### config.mk
export PLATFORM = sky130hd
export DESIGN_NAME = brs_branch_record_stack
export DESIGN_NICKNAME = d
export VERILOG_FILES = /design/src/rtl/brs_pkg.sv /design/src/rtl/brs_branch_record_stack.sv
export VERILOG_INCLUDE_DIRS = /design/src /design/src/rtl
export SDC_FILE = /design/constraint.sdc
export NUM_CORES = 1
export LEC_CHECK = 0
export ABC_AREA = 0
export BUFFER_PORTS_ARGS = -buffer_cell sky130_fd_sc_hd__buf_4
export CORE_AREA = 4 4 313 315
export DETAILED_ROUTE_END_ITERATION = 10
export DIE_AREA = 0 0 317 319
export HOLD_SLACK_MARGIN = 0.12
export PLACE_DENSITY = 0.57
export RECOVER_POWER = 100
export REMOVE_ABC_BUFFERS = 1
export SYNTH_ARGS = -nofsm -noshare
export SYNTH_HDL_FRONTEND = slang
export SYNTH_SLANG_ARGS = --single-unit
### constraint.sdc
create_clock -name clk_i -period 12 [get_ports clk_i]
set_input_delay 1.8 -clock clk_i [delete_from_list [all_inputs] [get_ports clk_i]]
set_output_delay 1.8 -clock clk_i [all_outputs]
set_load 0.1 [all_outputs]
### src/rtl/brs_params.svh
`ifndef BRS_PARAMS_SVH
`define BRS_PARAMS_SVH

// model register addresses
`define BRS_ADDR_ENTRY_FIRST  12'h040
`define BRS_ADDR_TOP_POINTER  12'h1c9
`define BRS_ADDR_DEBUG_CTRL   12'h1d9
`define BRS_ADDR_LER_SOURCE   12'h1dd
`define BRS_ADDR_LER_DEST     12'h1de

// debug control field positions
`define BRS_BIT_RECORD_EN     0
`define BRS_BIT_STEP_BRANCH   1
`define BRS_BIT_TRACE_MSG     6
`define BRS_BIT_TRACE_STORE   7
`define BRS_BIT_BUF_FULL_IRQ  8
`define BRS_CTRL_WRITE_MASK   64'h0000_0000_0000_01c3
`define BRS_CTRL_RESET        64'h0000_0000_0000_0000

// identification feature bit reporting the debug save area
`define BRS_FEATURE_DS_BIT    21

// stack geometry
`define BRS_DEPTH_SMALL       4
`define BRS_DEPTH_LARGE       16
`define BRS_DEPTH_MID         8
`define BRS_PTR_RESET         4'h0

`endif

### src/rtl/brs_pkg.sv
package brs_pkg;
  typedef enum logic [1:0] {
    BRS_EV_BRANCH,
    BRS_EV_INTERRUPT,
    BRS_EV_EXCEPTION
  } brs_event_type;

  typedef enum {
    BRS_IDLE,
    BRS_SECOND
  } brs_state_type;

  typedef logic [31:0] brs_addr_type;
endpackage

### src/rtl/brs_branch_record_stack.sv
// Function
// - advance stack top pointer by one, then store record at the new entry
// - pointer at highest value wraps to zero, overwriting the oldest entry
// - pointer always selects the newest stored record
// - depth build option of 4 or 16 entries (also 8), pointer range follows
// - stack entries and pointer are read only; writes do nothing to them
// - each record is a source and a destination linear address
// - branch stores branch address as source, target as destination
// - interrupt stores return pointer as source, handler start as destination
// - exception stores faulting instruction as source, handler as destination
// - branch raising a trap exception pushes branch record then exception record
// - interrupt right after a branch pushes branch record then interrupt record
// - keep a last exception source and destination register pair
// - control bit 0 enables recording of branches, interrupts and exceptions
// - control bit 1 makes the step flag step on taken branches
// - control bit 6 emits each record as a trace message
// - control bit 7 logs trace messages into the memory trace store
// - bit 8 interrupts when the store fills, else logging wraps
// - eight entry variant holds source in bits 31-0, destination in 63-32
// - eight entry variant pointer is 3 bits in bits 2-0
// - debug control register sits at model register address 01d9
// - feature bit 21 reports the debug save area mechanism
// - last exception source and destination are 32 bits each
// - recording enable clears itself on any debug exception
// - on exception or interrupt, copy last branch into last exception pair first
`timescale 1ns/1ns
`include "brs_params.svh"

module brs_branch_record_stack #(
  parameter int DEPTH = `BRS_DEPTH_MID
) (
  // clock and reset
  input  wire logic                  clk_i,
  input  wire logic                  reset_i,
  // retired control transfers from the pipeline
  input  wire logic                  xfer_valid_i,
  input  wire brs_pkg::brs_event_type xfer_kind_i,
  input  wire brs_pkg::brs_addr_type xfer_source_i,
  input  wire brs_pkg::brs_addr_type xfer_dest_i,
  input  wire logic                  xfer_with_branch_i,
  input  wire brs_pkg::brs_addr_type branch_source_i,
  input  wire brs_pkg::brs_addr_type branch_dest_i,
  input  wire logic                  debug_exception_i,
  // model register access
  input  wire logic                  reg_read_i,
  input  wire logic                  reg_write_i,
  input  wire logic [11:0]           reg_addr_i,
  input  wire logic [63:0]           reg_wdata_i,
  output logic      [63:0]           reg_rdata_o,
  output logic                       reg_rvalid_o,
  // trace store side, plus pipeline ready, step flag and feature flags
  input  wire logic                  store_full_i,
  output logic                       xfer_ready_o,
  output logic                       step_on_branch_flag_o,
  output logic                       trace_message_valid_o,
  output logic      [63:0]           trace_message_o,
  output logic                       trace_store_valid_o,
  output logic                       store_wrap_o,
  output logic                       buffer_full_irq_o,
  output logic      [31:0]           feature_flags_o
);
  import brs_pkg::*;

  localparam int PW = $clog2(DEPTH);

  logic [63:0]          stack_mem [DEPTH];
  logic [PW-1:0]        stack_top_pointer;
  logic [63:0]          debug_trace_control;
  brs_addr_type         last_branch_source;
  brs_addr_type         last_branch_dest;
  brs_addr_type         last_exception_source;
  brs_addr_type         last_exception_destination;
  brs_state_type        state;
  brs_addr_type         held_source;
  brs_addr_type         held_dest;
  logic                 push;
  logic [63:0]          push_record;
  logic [PW-1:0]        next_pointer;
  logic                 ctrl_write;
  logic [PW-1:0]        read_index;
  logic                 pair_start;
  logic                 xfer_take;
  brs_state_type        next_state;
  logic [2:0]           reg_sel;
  logic [63:0]          next_rdata;

  // pointer advance wraps at the top of the build-time depth
  function automatic logic [PW-1:0] advance(input logic [PW-1:0] p);
    if (p == PW'(DEPTH - 1)) begin
      return '0;
    end
    return p + PW'(1);
  endfunction

  // source in low word, destination in high word
  function automatic logic [63:0] pack_record(input brs_addr_type src,
                                              input brs_addr_type dst);
    return {dst, src};
  endfunction

  // register map codes shared by the write and read paths
  localparam logic [2:0] SEL_NONE    = 3'h0;
  localparam logic [2:0] SEL_STACK   = 3'h1;
  localparam logic [2:0] SEL_POINTER = 3'h2;
  localparam logic [2:0] SEL_CONTROL = 3'h3;
  localparam logic [2:0] SEL_EXC_SRC = 3'h4;
  localparam logic [2:0] SEL_EXC_DST = 3'h5;

  // stack window is as deep as the build option, so higher offsets read as unmapped
  function automatic logic [2:0] decode_reg(input logic [11:0] a);
    if (a >= `BRS_ADDR_ENTRY_FIRST && a < `BRS_ADDR_ENTRY_FIRST + 12'(DEPTH)) begin
      return SEL_STACK;
    end
    case (a)
      `BRS_ADDR_TOP_POINTER: return SEL_POINTER;
      `BRS_ADDR_DEBUG_CTRL:  return SEL_CONTROL;
      `BRS_ADDR_LER_SOURCE:  return SEL_EXC_SRC;
      `BRS_ADDR_LER_DEST:    return SEL_EXC_DST;
      default:               return SEL_NONE;
    endcase
  endfunction

  wire recording = debug_trace_control[`BRS_BIT_RECORD_EN];
  // a paired transfer needs two cycles, so the second push stalls the pipeline
  assign xfer_ready_o = (state == BRS_IDLE);
  // an interrupt or exception that brings its own branch needs a second push next cycle
  assign pair_start = xfer_valid_i && recording && xfer_with_branch_i
                      && xfer_kind_i != BRS_EV_BRANCH;
  assign xfer_take = xfer_valid_i && xfer_ready_o && recording;

  // choose what goes onto the stack this cycle
  always_comb begin
    push = 1'b0;
    push_record = '0;
    if (state == BRS_SECOND) begin
      push = 1'b1;
      push_record = pack_record(held_source, held_dest);
    end else if (xfer_valid_i && recording) begin
      push = 1'b1;
      if (xfer_with_branch_i && xfer_kind_i != BRS_EV_BRANCH) begin
        push_record = pack_record(branch_source_i, branch_dest_i);
      end else begin
        // sources already carry the right address per kind
        push_record = pack_record(xfer_source_i, xfer_dest_i);
      end
    end
  end

  assign next_pointer = advance(stack_top_pointer);

  // two-step sequence for branch followed by trap or interrupt
  always_comb begin
    next_state = state;
    case (state)
      BRS_IDLE: begin
        if (pair_start) begin
          next_state = BRS_SECOND;
        end
      end
      BRS_SECOND: next_state = BRS_IDLE;
      default: next_state = BRS_IDLE;
    endcase
  end

  always_ff @(posedge clk_i) begin
    if (reset_i) begin
      state <= BRS_IDLE;
    end else begin
      state <= next_state;
    end
  end

  // the event half of a pair waits here while the branch half is pushed
  always_ff @(posedge clk_i) begin
    if (reset_i) begin
      held_source <= '0;
      held_dest <= '0;
    end else if (state == BRS_IDLE && pair_start) begin
      held_source <= xfer_source_i;
      held_dest <= xfer_dest_i;
    end
  end

  // pointer: only hardware moves it
  always_ff @(posedge clk_i) begin
    if (reset_i) begin
      stack_top_pointer <= PW'(`BRS_PTR_RESET);
    end else if (push) begin
      stack_top_pointer <= next_pointer;
    end
  end

  // entries have no reset; contents undefined until written
  always_ff @(posedge clk_i) begin
    if (push) begin
      stack_mem[next_pointer] <= push_record;
    end
  end

  // last exception pair takes a paired branch, else reads the old last branch copy in the same edge it is replaced
  always_ff @(posedge clk_i) begin
    if (reset_i) begin
      last_exception_source <= '0;
      last_exception_destination <= '0;
    end else if (xfer_take && xfer_kind_i != BRS_EV_BRANCH) begin
      if (xfer_with_branch_i) begin
        last_exception_source <= branch_source_i;
        last_exception_destination <= branch_dest_i;
      end else begin
        last_exception_source <= last_branch_source;
        last_exception_destination <= last_branch_dest;
      end
    end
  end

  // last branch copy follows every recorded transfer
  always_ff @(posedge clk_i) begin
    if (reset_i) begin
      last_branch_source <= '0;
      last_branch_dest <= '0;
    end else if (xfer_take) begin
      last_branch_source <= xfer_source_i;
      last_branch_dest <= xfer_dest_i;
    end
  end

  // control register: software write, hardware clears recording on debug exception
  assign reg_sel = decode_reg(reg_addr_i);
  assign ctrl_write = reg_write_i && reg_sel == SEL_CONTROL;
  always_ff @(posedge clk_i) begin
    if (reset_i) begin
      debug_trace_control <= `BRS_CTRL_RESET;
    end else begin
      if (ctrl_write) begin
        debug_trace_control <= reg_wdata_i & `BRS_CTRL_WRITE_MASK;
      end
      // hardware clear wins so a breakpoint freezes the trace
      if (debug_exception_i) begin
        debug_trace_control[`BRS_BIT_RECORD_EN] <= 1'b0;
      end
    end
  end

  assign step_on_branch_flag_o = debug_trace_control[`BRS_BIT_STEP_BRANCH];
  assign feature_flags_o = 32'h1 << `BRS_FEATURE_DS_BIT;

  // trace message port: one pulse per pushed record while messages are on
  always_ff @(posedge clk_i) begin
    if (reset_i) begin
      trace_message_valid_o <= 1'b0;
      trace_message_o <= '0;
    end else begin
      trace_message_valid_o <= push && debug_trace_control[`BRS_BIT_TRACE_MSG];
      if (push) begin
        trace_message_o <= push_record;
      end
    end
  end

  // trace store request toward the memory logging engine
  always_ff @(posedge clk_i) begin
    if (reset_i) begin
      trace_store_valid_o <= 1'b0;
    end else begin
      trace_store_valid_o <= push && debug_trace_control[`BRS_BIT_TRACE_STORE];
    end
  end

  // a full store either interrupts or lets the engine wrap, never both
  always_ff @(posedge clk_i) begin
    if (reset_i) begin
      buffer_full_irq_o <= 1'b0;
      store_wrap_o <= 1'b0;
    end else begin
      buffer_full_irq_o <= store_full_i && debug_trace_control[`BRS_BIT_TRACE_STORE]
                           && debug_trace_control[`BRS_BIT_BUF_FULL_IRQ];
      store_wrap_o <= store_full_i && debug_trace_control[`BRS_BIT_TRACE_STORE]
                      && !debug_trace_control[`BRS_BIT_BUF_FULL_IRQ];
    end
  end

  // register reads; writes to stack and pointer have no effect
  assign read_index = reg_addr_i[PW-1:0];
  always_comb begin
    case (reg_sel)
      SEL_STACK:   next_rdata = stack_mem[read_index];
      SEL_POINTER: next_rdata = 64'(stack_top_pointer);
      SEL_CONTROL: next_rdata = debug_trace_control;
      SEL_EXC_SRC: next_rdata = 64'(last_exception_source);
      SEL_EXC_DST: next_rdata = 64'(last_exception_destination);
      default:     next_rdata = '0;
    endcase
  end

  // read data holds until the next read, so a slow consumer can still take it
  always_ff @(posedge clk_i) begin
    if (reset_i) begin
      reg_rdata_o <= '0;
    end else if (reg_read_i) begin
      reg_rdata_o <= next_rdata;
    end
  end

  always_ff @(posedge clk_i) begin
    if (reset_i) begin
      reg_rvalid_o <= 1'b0;
    end else begin
      reg_rvalid_o <= reg_read_i;
    end
  end

endmodule

==> flow_metrics.tcl, run 1 <==
set metrics [dict create \
    status "finished, violations left" \
    violations "capacitance limit, slew limit" \
    synth_top_family_by_area "multiplexers" \
    finalSetupViolations 0 \
    grt_usage_pct 18.3 \
    critPathLaunchType "input pin" \
    cts_sinks 846 \
    crit_type "in2reg" \
    synth_compound_area_share_pct 9.39 \
    leakagePower_nw 14.3 \
    slew_viol_final 926 \
    wl_mm 94.8 \
    instances_no_fill 4098 \
    drive_gt1_share_pct 15.6 \
    arrival_ns 8.29 \
    ys_seq_area_share_pct 66.8 \
    cap_violations 25 \
    fin_nets 2971 \
    muxShareOfSynthArea_pct 12.9 \
    end_kind "register" \
    avgSynthCellArea_um2 13.1 \
    hpwl_mm 56.3 \
    route.detailed.drc 0 \
    postCtsHoldBufs 0 \
    die_h_um 319 \
    fp.dieArea_mm2 0.101 \
    synth-adder-area-share_pct 0.0758 \
    first_global_vias 21300 \
    cellPowerDensity_mw_per_mm2 158 \
    grt_pass1_wl_mm 138 \
    fin_worst_skew_ns 0.0277 \
    drtIter0Drc 1604 \
    ctsResizeCount 0 \
    syn-cell-area_mm2 0.0330 \
    grt-ovfl-total 0 \
    grt_start_max_net_pins 89 \
    synth.distinct_cells 45 \
    clk_latency_ns 0.65 \
    vias 21200 \
    crit_path_max_fanout 88 \
    rsz0062_at_grt "no" \
    max_freq_mhz 128 \
    r2r_cells 7 \
    initial_core_util_pct 34.8 \
    placed_cells 3927 \
    rows 113 \
    vias_per_cell 5.18 \
    numCtsBuffers 91 \
    synth_xor_area_share_pct 0 \
    syn_inst 2512 \
    drtAntennaViolNets 0 \
    n_fill_cell 8871 \
    cts_tree "yes" \
    hp-class "reg2reg" \
    setup_tns_ns 0 \
    yosys_warnings 0 \
    postCtsSetupBuffers 0 \
    clk_pin_slew_ns 0.06 \
    die_w_um 317 \
    wl_per_cell_um 23.1 \
    relSlewSlack_pct -186 \
    final.period_utilization_pct 65.2 \
    min_path_cells 2 \
    synth_edf_count 512 \
    htreeDepth 3 \
    synthArstFlopShare_pct 0 \
    clock-root-buffer "clkbuf_16" \
    final.min_clock_period_ns 7.83 \
    areaGrowthSynthToFinish_pct 17.5 \
    port_buffers 289 \
    cts_max_path_buffers 3 \
    synthSimpleGateAreaFrac_pct 7.79 \
    dr.pass1.iters 6 \
    design.core.area_mm2 0.0949 \
    hold_violations 0 \
    antenna_found_initial 1 \
    ys_ff_latch 846 \
    synth_ff_type "edfxtp_1" \
    diodes 0 \
    required_ns 12.47 \
    ioPinCount 381 \
    ir_drop_mv 0.0988 \
    tightest_slew_ns 4.29 \
    routabilityCongestion 0.766 \
]
routing by layer:
layer / GRT usage, % / up-vias / wire [um]
met1: 23.3 / 10800 / 39000
met3: 3.08 / 151 / 5330
li1: - / 9690 / -
met2: 31.9 / 621 / 48000
met5: 0 / - / 0
met4: 5.27 / 0 / 2450
state kept, by name (all words and copies together) (netlist names):
name and count:
trace_message_valid_o 1, held_source 32, buffer_full_irq_o 1, last_branch_dest 32, stack_mem 512, last_exception_destination 32, trace_message_o 64, held_dest 32
last_exception_source 32, debug_trace_control 5, stack_top_pointer 3, state 1, trace_store_valid_o 1, reg_rdata_o 64, last_branch_source 32, store_wrap_o 1
reg_rvalid_o 1
worst max-delay path, cell delays in order:
cell and delay (ns):
clkbuf_1 2.93, clkbuf_1 2.29, buf_4 0.98, a211oi_1 0.10
Yosys cell counts (all sizes together), types with 9 or more instances:
| cell | count | area, um^2 |
|---|---|---|
| a2111oi | 28 | 302 |
| a211oi | 93 | 698 |
| a21oi | 226 | 1130 |
| a22o | 28 | 245 |
| buf | 76 | 467 |
| clkbuf | 135 | 508 |
| dfxtp | 334 | 6690 |
| edfxtp | 512 | 15400 |
| mux2i | 201 | 2010 |
| mux4 | 100 | 2250 |
| nand2 | 390 | 1460 |
| nor2 | 174 | 653 |
| nor2b | 37 | 231 |
| nor3 | 9 | 45.0 |
| o21ai | 130 | 651 |
layout by cell type, fill, tap and decap left out, types with 2 or more instances in the layout:
master / n
inv_16: 3
clkbuf_16: 94
inv_4: 2
nor2_1: 168
o21ai_0: 128
nand3_1: 4
bufinv_16: 8
a221o_1: 3
nor3b_1: 3
a2111oi_0: 19
nand2_1: 390
inv_1: 2
ha_1: 2
nand2b_1: 4
edfxtp_1: 512
a211oi_1: 93
nor2b_4: 2
conb_1: 32
buf_4: 172
clkinv_4: 2
clkbuf_8: 9
mux2i_1: 201
mux4_2: 100
a22o_1: 28
clkbuf_1: 179
clkinv_1: 7
clkinvlp_4: 3
nor2_4: 6
dfxtp_1: 334
nor2b_1: 35
inv_6: 2
nor3_1: 9
a21oi_1: 226
clkinv_2: 20
a2111oi_2: 9
path summary, 6_finish.rpt:
check / from / slack, ns / to
setup / recovery: reset_i / 4.17 / last_exception_destination[13]
setup reg to reg: state[0] / 5.04 / trace_message_o[46]
hold / removal: reg_rdata_o[16] / 0.45 / reg_rdata_o[16]
hold reg to reg: reg_rdata_o[16] / 0.45 / reg_rdata_o[16]
through the flow:
step | util, % | hold WS (ns) | area [um^2] | power [W] | setup slack [ns]
2_1_floorplan | - | 0.430 | 32200 | 0.00322 | 2.13
3_3_place_gp | 38.4 | 0.441 | 36400 | 0.00335 | 6.76
3_5_place_dp | 38.4 | 0.442 | 36400 | 0.00336 | 6.69
4_1_cts | 41.6 | 0.451 | 39500 | 0.00621 | 7.36
5_1_grt | 40.9 | 0.460 | 38800 | 0.00633 | 3.82
6_report | 40.9 | 0.452 | 38800 | 0.00614 | 4.17
cell families (layout without fill, tap and decap cells):
logic type               count (synthesis)  count (layout)
flip-flops                             846             846
multiplexers                           301             301
AND/OR/NAND/NOR                        634             634
adder cells (fa/ha/maj)                  2               2
AO/OA/AOI/OAI                          513             513
buffers and inverters                  214             505
other                                    2              32
power by group:
| part | internal [W] | switching (W) | leakage (nW) |
|---|---|---|---|
| Clock | 0.00167 | 0.00117 | 1.51 |
| Combinational | 0.0000796 | 0.000165 | 4.10 |
| Sequential | 0.00305 | 0.0000000498 | 8.65 |
| Total | 0.00480 | 0.00134 | 14.3 |
area by class of cell:
cell class,count,area [um^2],share of cell area [%]
repair buffers,331,1910,4.91
clock buffers,124,2540,6.56
well taps,1265,1580,4.08
flip-flops and latches,846,22100,56.9
clock inverters,47,522,1.34
inverters,3,12.5,0.0323
multi-input cells,1482,10200,26.2
(Power assumes the default switching activity.)
==> inputs of run 2 (changes only) <==
- ABC_AREA: 0 -> 1
- CORE_AREA: 4 4 313 315 -> 4 4 315 317
- DIE_AREA: 0 0 317 319 -> 0 0 319 321
- clock period: 12 -> 7.9 ns (I/O delays scaled with it)
==> flow_metrics.tcl, run 2 <==
set metrics [dict create \
    post-synth-top-count-cell "nand2_1" \
    required_ns 8.21 \
    leakagePower_nw 14.5 \
    synth_area_leaders "edfxtp_1 (46%), dfxtp_1 (20%), nand2_1 (12%)" \
    max_freq_mhz 162 \
    hold_slack_ns 0.453 \
    ir_drop_mv 0.156 \
    clk_latency_ns 0.64 \
    synth_top_area_share_pct 46.0 \
    endpoint "stack_mem[0][23]" \
    first_global_vias 23900 \
    areaGrowthSynthToFinish_pct 16.4 \
    syn-cell-area_mm2 0.0334 \
    postCtsSetupBuffers 0 \
    postCtsHoldBufs 0 \
    status "finished, violations left" \
    ctsResizeCount 0 \
    wl_mm 107 \
    vias_per_cell 5.05 \
    hpwl_mm 62.1 \
    hp-class "reg2reg" \
    critPathLaunch "xfer_valid_i" \
    fin_nets 3808 \
    r2r_slack_ns 1.88 \
    slew_viol_final 560 \
    yosys_warnings 0 \
    die_w_um 319 \
    avgSynthCellArea_um2 9.90 \
    ioPinCount 381 \
    grt-ovfl-total 0 \
    rsz0062_at_grt "no" \
    largest_register_ffs 512 \
    wl_per_cell_um 21.7 \
    rows 114 \
    drtAntennaViolNets 0 \
    initial_core_util_pct 34.7 \
    cap_violations 15 \
    grt_pass1_wl_mm 158 \
    critPathLaunchType "input pin" \
    cts_sinks 846 \
    crit_path_max_fanout 67 \
    drtIter0Drc 2159 \
    violations "capacitance limit, slew limit" \
    synthTopCellsByCount "nand2_1 (1026), edfxtp_1 (512), nor2_1 (337)" \
    hold_violations 0 \
    tightest_slew_ns 4.24 \
    arrival_ns 6.48 \
    routabilityCongestion 0.772 \
    power_w 0.00923 \
    cts_tree "yes" \
    port_buffers 289 \
    final_util_pct 40.4 \
    cellPowerDensity_mw_per_mm2 237 \
    die_h_um 321 \
    r2r_cells 6 \
    route.detailed.drc 0 \
    instances_no_fill 4946 \
    fin_worst_skew_ns 0.0216 \
    drive_gt1_share_pct 9.63 \
    cts_max_path_buffers 3 \
    reg_top3 "stack_mem x512, reg_rdata_o x64, trace_message_o x64" \
    finalSetupViolations 0 \
    ys_ff_latch 846 \
    crit_type "in2reg" \
    final.period_utilization_pct 78.1 \
    htreeDepth 3 \
    relSlewSlack_pct -183 \
    clock-root-buffer "clkbuf_16" \
    antenna_found_initial 7 \
    most-common-layout-cells "nand2_1 (1024), edfxtp_1 (512), nor2_1 (334), dfxtp_1 (334)" \
    setup_tns_ns 0 \
    regMostFlops "stack_mem" \
    grt_usage_pct 20.3 \
    end_kind "register" \
    r2r_end "stack_mem[3][46]" \
    vias 25000 \
    clk_pin_slew_ns 0.06 \
    syn_inst 3377 \
    final.min_clock_period_ns 6.17 \
    dr.pass1.iters 6 \
    fp.dieArea_mm2 0.102 \
    design.core.area_mm2 0.0963 \
    synthArstFlopShare_pct 0 \
    grt_start_max_net_pins 78 \
    yosysTopAreaCell "edfxtp_1" \
    synth.distinct_cells 33 \
    final_common_cell "nand2_1" \
    worst_r2r_startpoint "state[0]" \
    synth_ff_type "edfxtp_1" \
    synth_edf_count 512 \
    numCtsBuffers 91 \
    ys_seq_area_share_pct 66.0 \
    placed_cells 4775 \
]
-- run 2: cell count changes in the layout (fill, tap and decap cells not counted), sizes merged, moves of 80 or more --
cell	previous run	this run
inv	9	176
nor2	174	346
mux2i	201	0
nand3	4	209
a21oi	226	68
mux4	100	0
o21ai	130	210
nand2	390	1027
a211oi	93	1
-- run 2: final cells by class --
type	instances	area (um^2)
multi-input combinational	2149	9700
antenna	3	7.51
clock inverter	56	478
clock buffer	112	2460
sequential	846	22100
fill	9478	57400
tap	1276	1600
timing repair buffer	330	1950
inverter	174	664
-- run 2: critical path: stages --
cell and delay, ns:
clkbuf_4 0.10, nand2_1 0.10, nor2_4 0.54, nand2_4 0.74, nor2_4 0.30, clkbuf_1 1.99
buf_4 0.77, nand2_1 0.19, o211ai_1 0.45
-- run 2: report_power, final --
part           switching (W)  total (W)  internal [W]
Clock                0.00177    0.00421       0.00244
Sequential       0.000000157    0.00463       0.00463
Combinational       0.000285   0.000386      0.000101
Total                0.00206    0.00923       0.00717
-- run 2: worst min path at each step --
stage	cells past startpoint	slack (ns)	endpoint	start
floorplan	2	0.43	last_branch_dest[10]	last_branch_dest[10]
global placement	2	0.44	reg_rdata_o[8]	reg_rdata_o[8]
detailed placement	2	0.44	reg_rdata_o[31]	reg_rdata_o[31]
CTS	2	0.46	reg_rdata_o[31]	reg_rdata_o[31]
global route	2	0.47	last_branch_source[5]	last_branch_source[5]
finish	2	0.45	reg_rdata_o[31]	reg_rdata_o[31]
-- run 2: per-stage QoR --
stage               cell area [um^2]  setup slack, ns
finish                         38900             1.73
global route                   38900             1.52
CTS                            39500             3.24
detailed placement             36600             2.56
global placement               36600             2.60
floorplan                      32400            0.362
-- run 2: per-layer routing --
metal | vias to the layer above | routed length (um) | track usage (%)
li1 | 11800 | - | -
met1 | 12100 | 47500 | 28.2
met2 | 855 | 50000 | 32.9
met3 | 141 | 7180 | 3.54
met4 | 6 | 2420 | 5.57
met5 | - | 34 | 0
-- run 2: logic make-up (layout without fill, tap and decap cells) --
kind of cell	after synthesis	count (layout)	synth area share, %
AOI/OAI and AO/OA	482	482	8.90
other	2	35	0.0225
buffers and inverters	412	672	5.52
DFF	846	846	66.0
adders and majority gates	2	2	0.0748
and+or+nand+nor	1633	1633	19.5
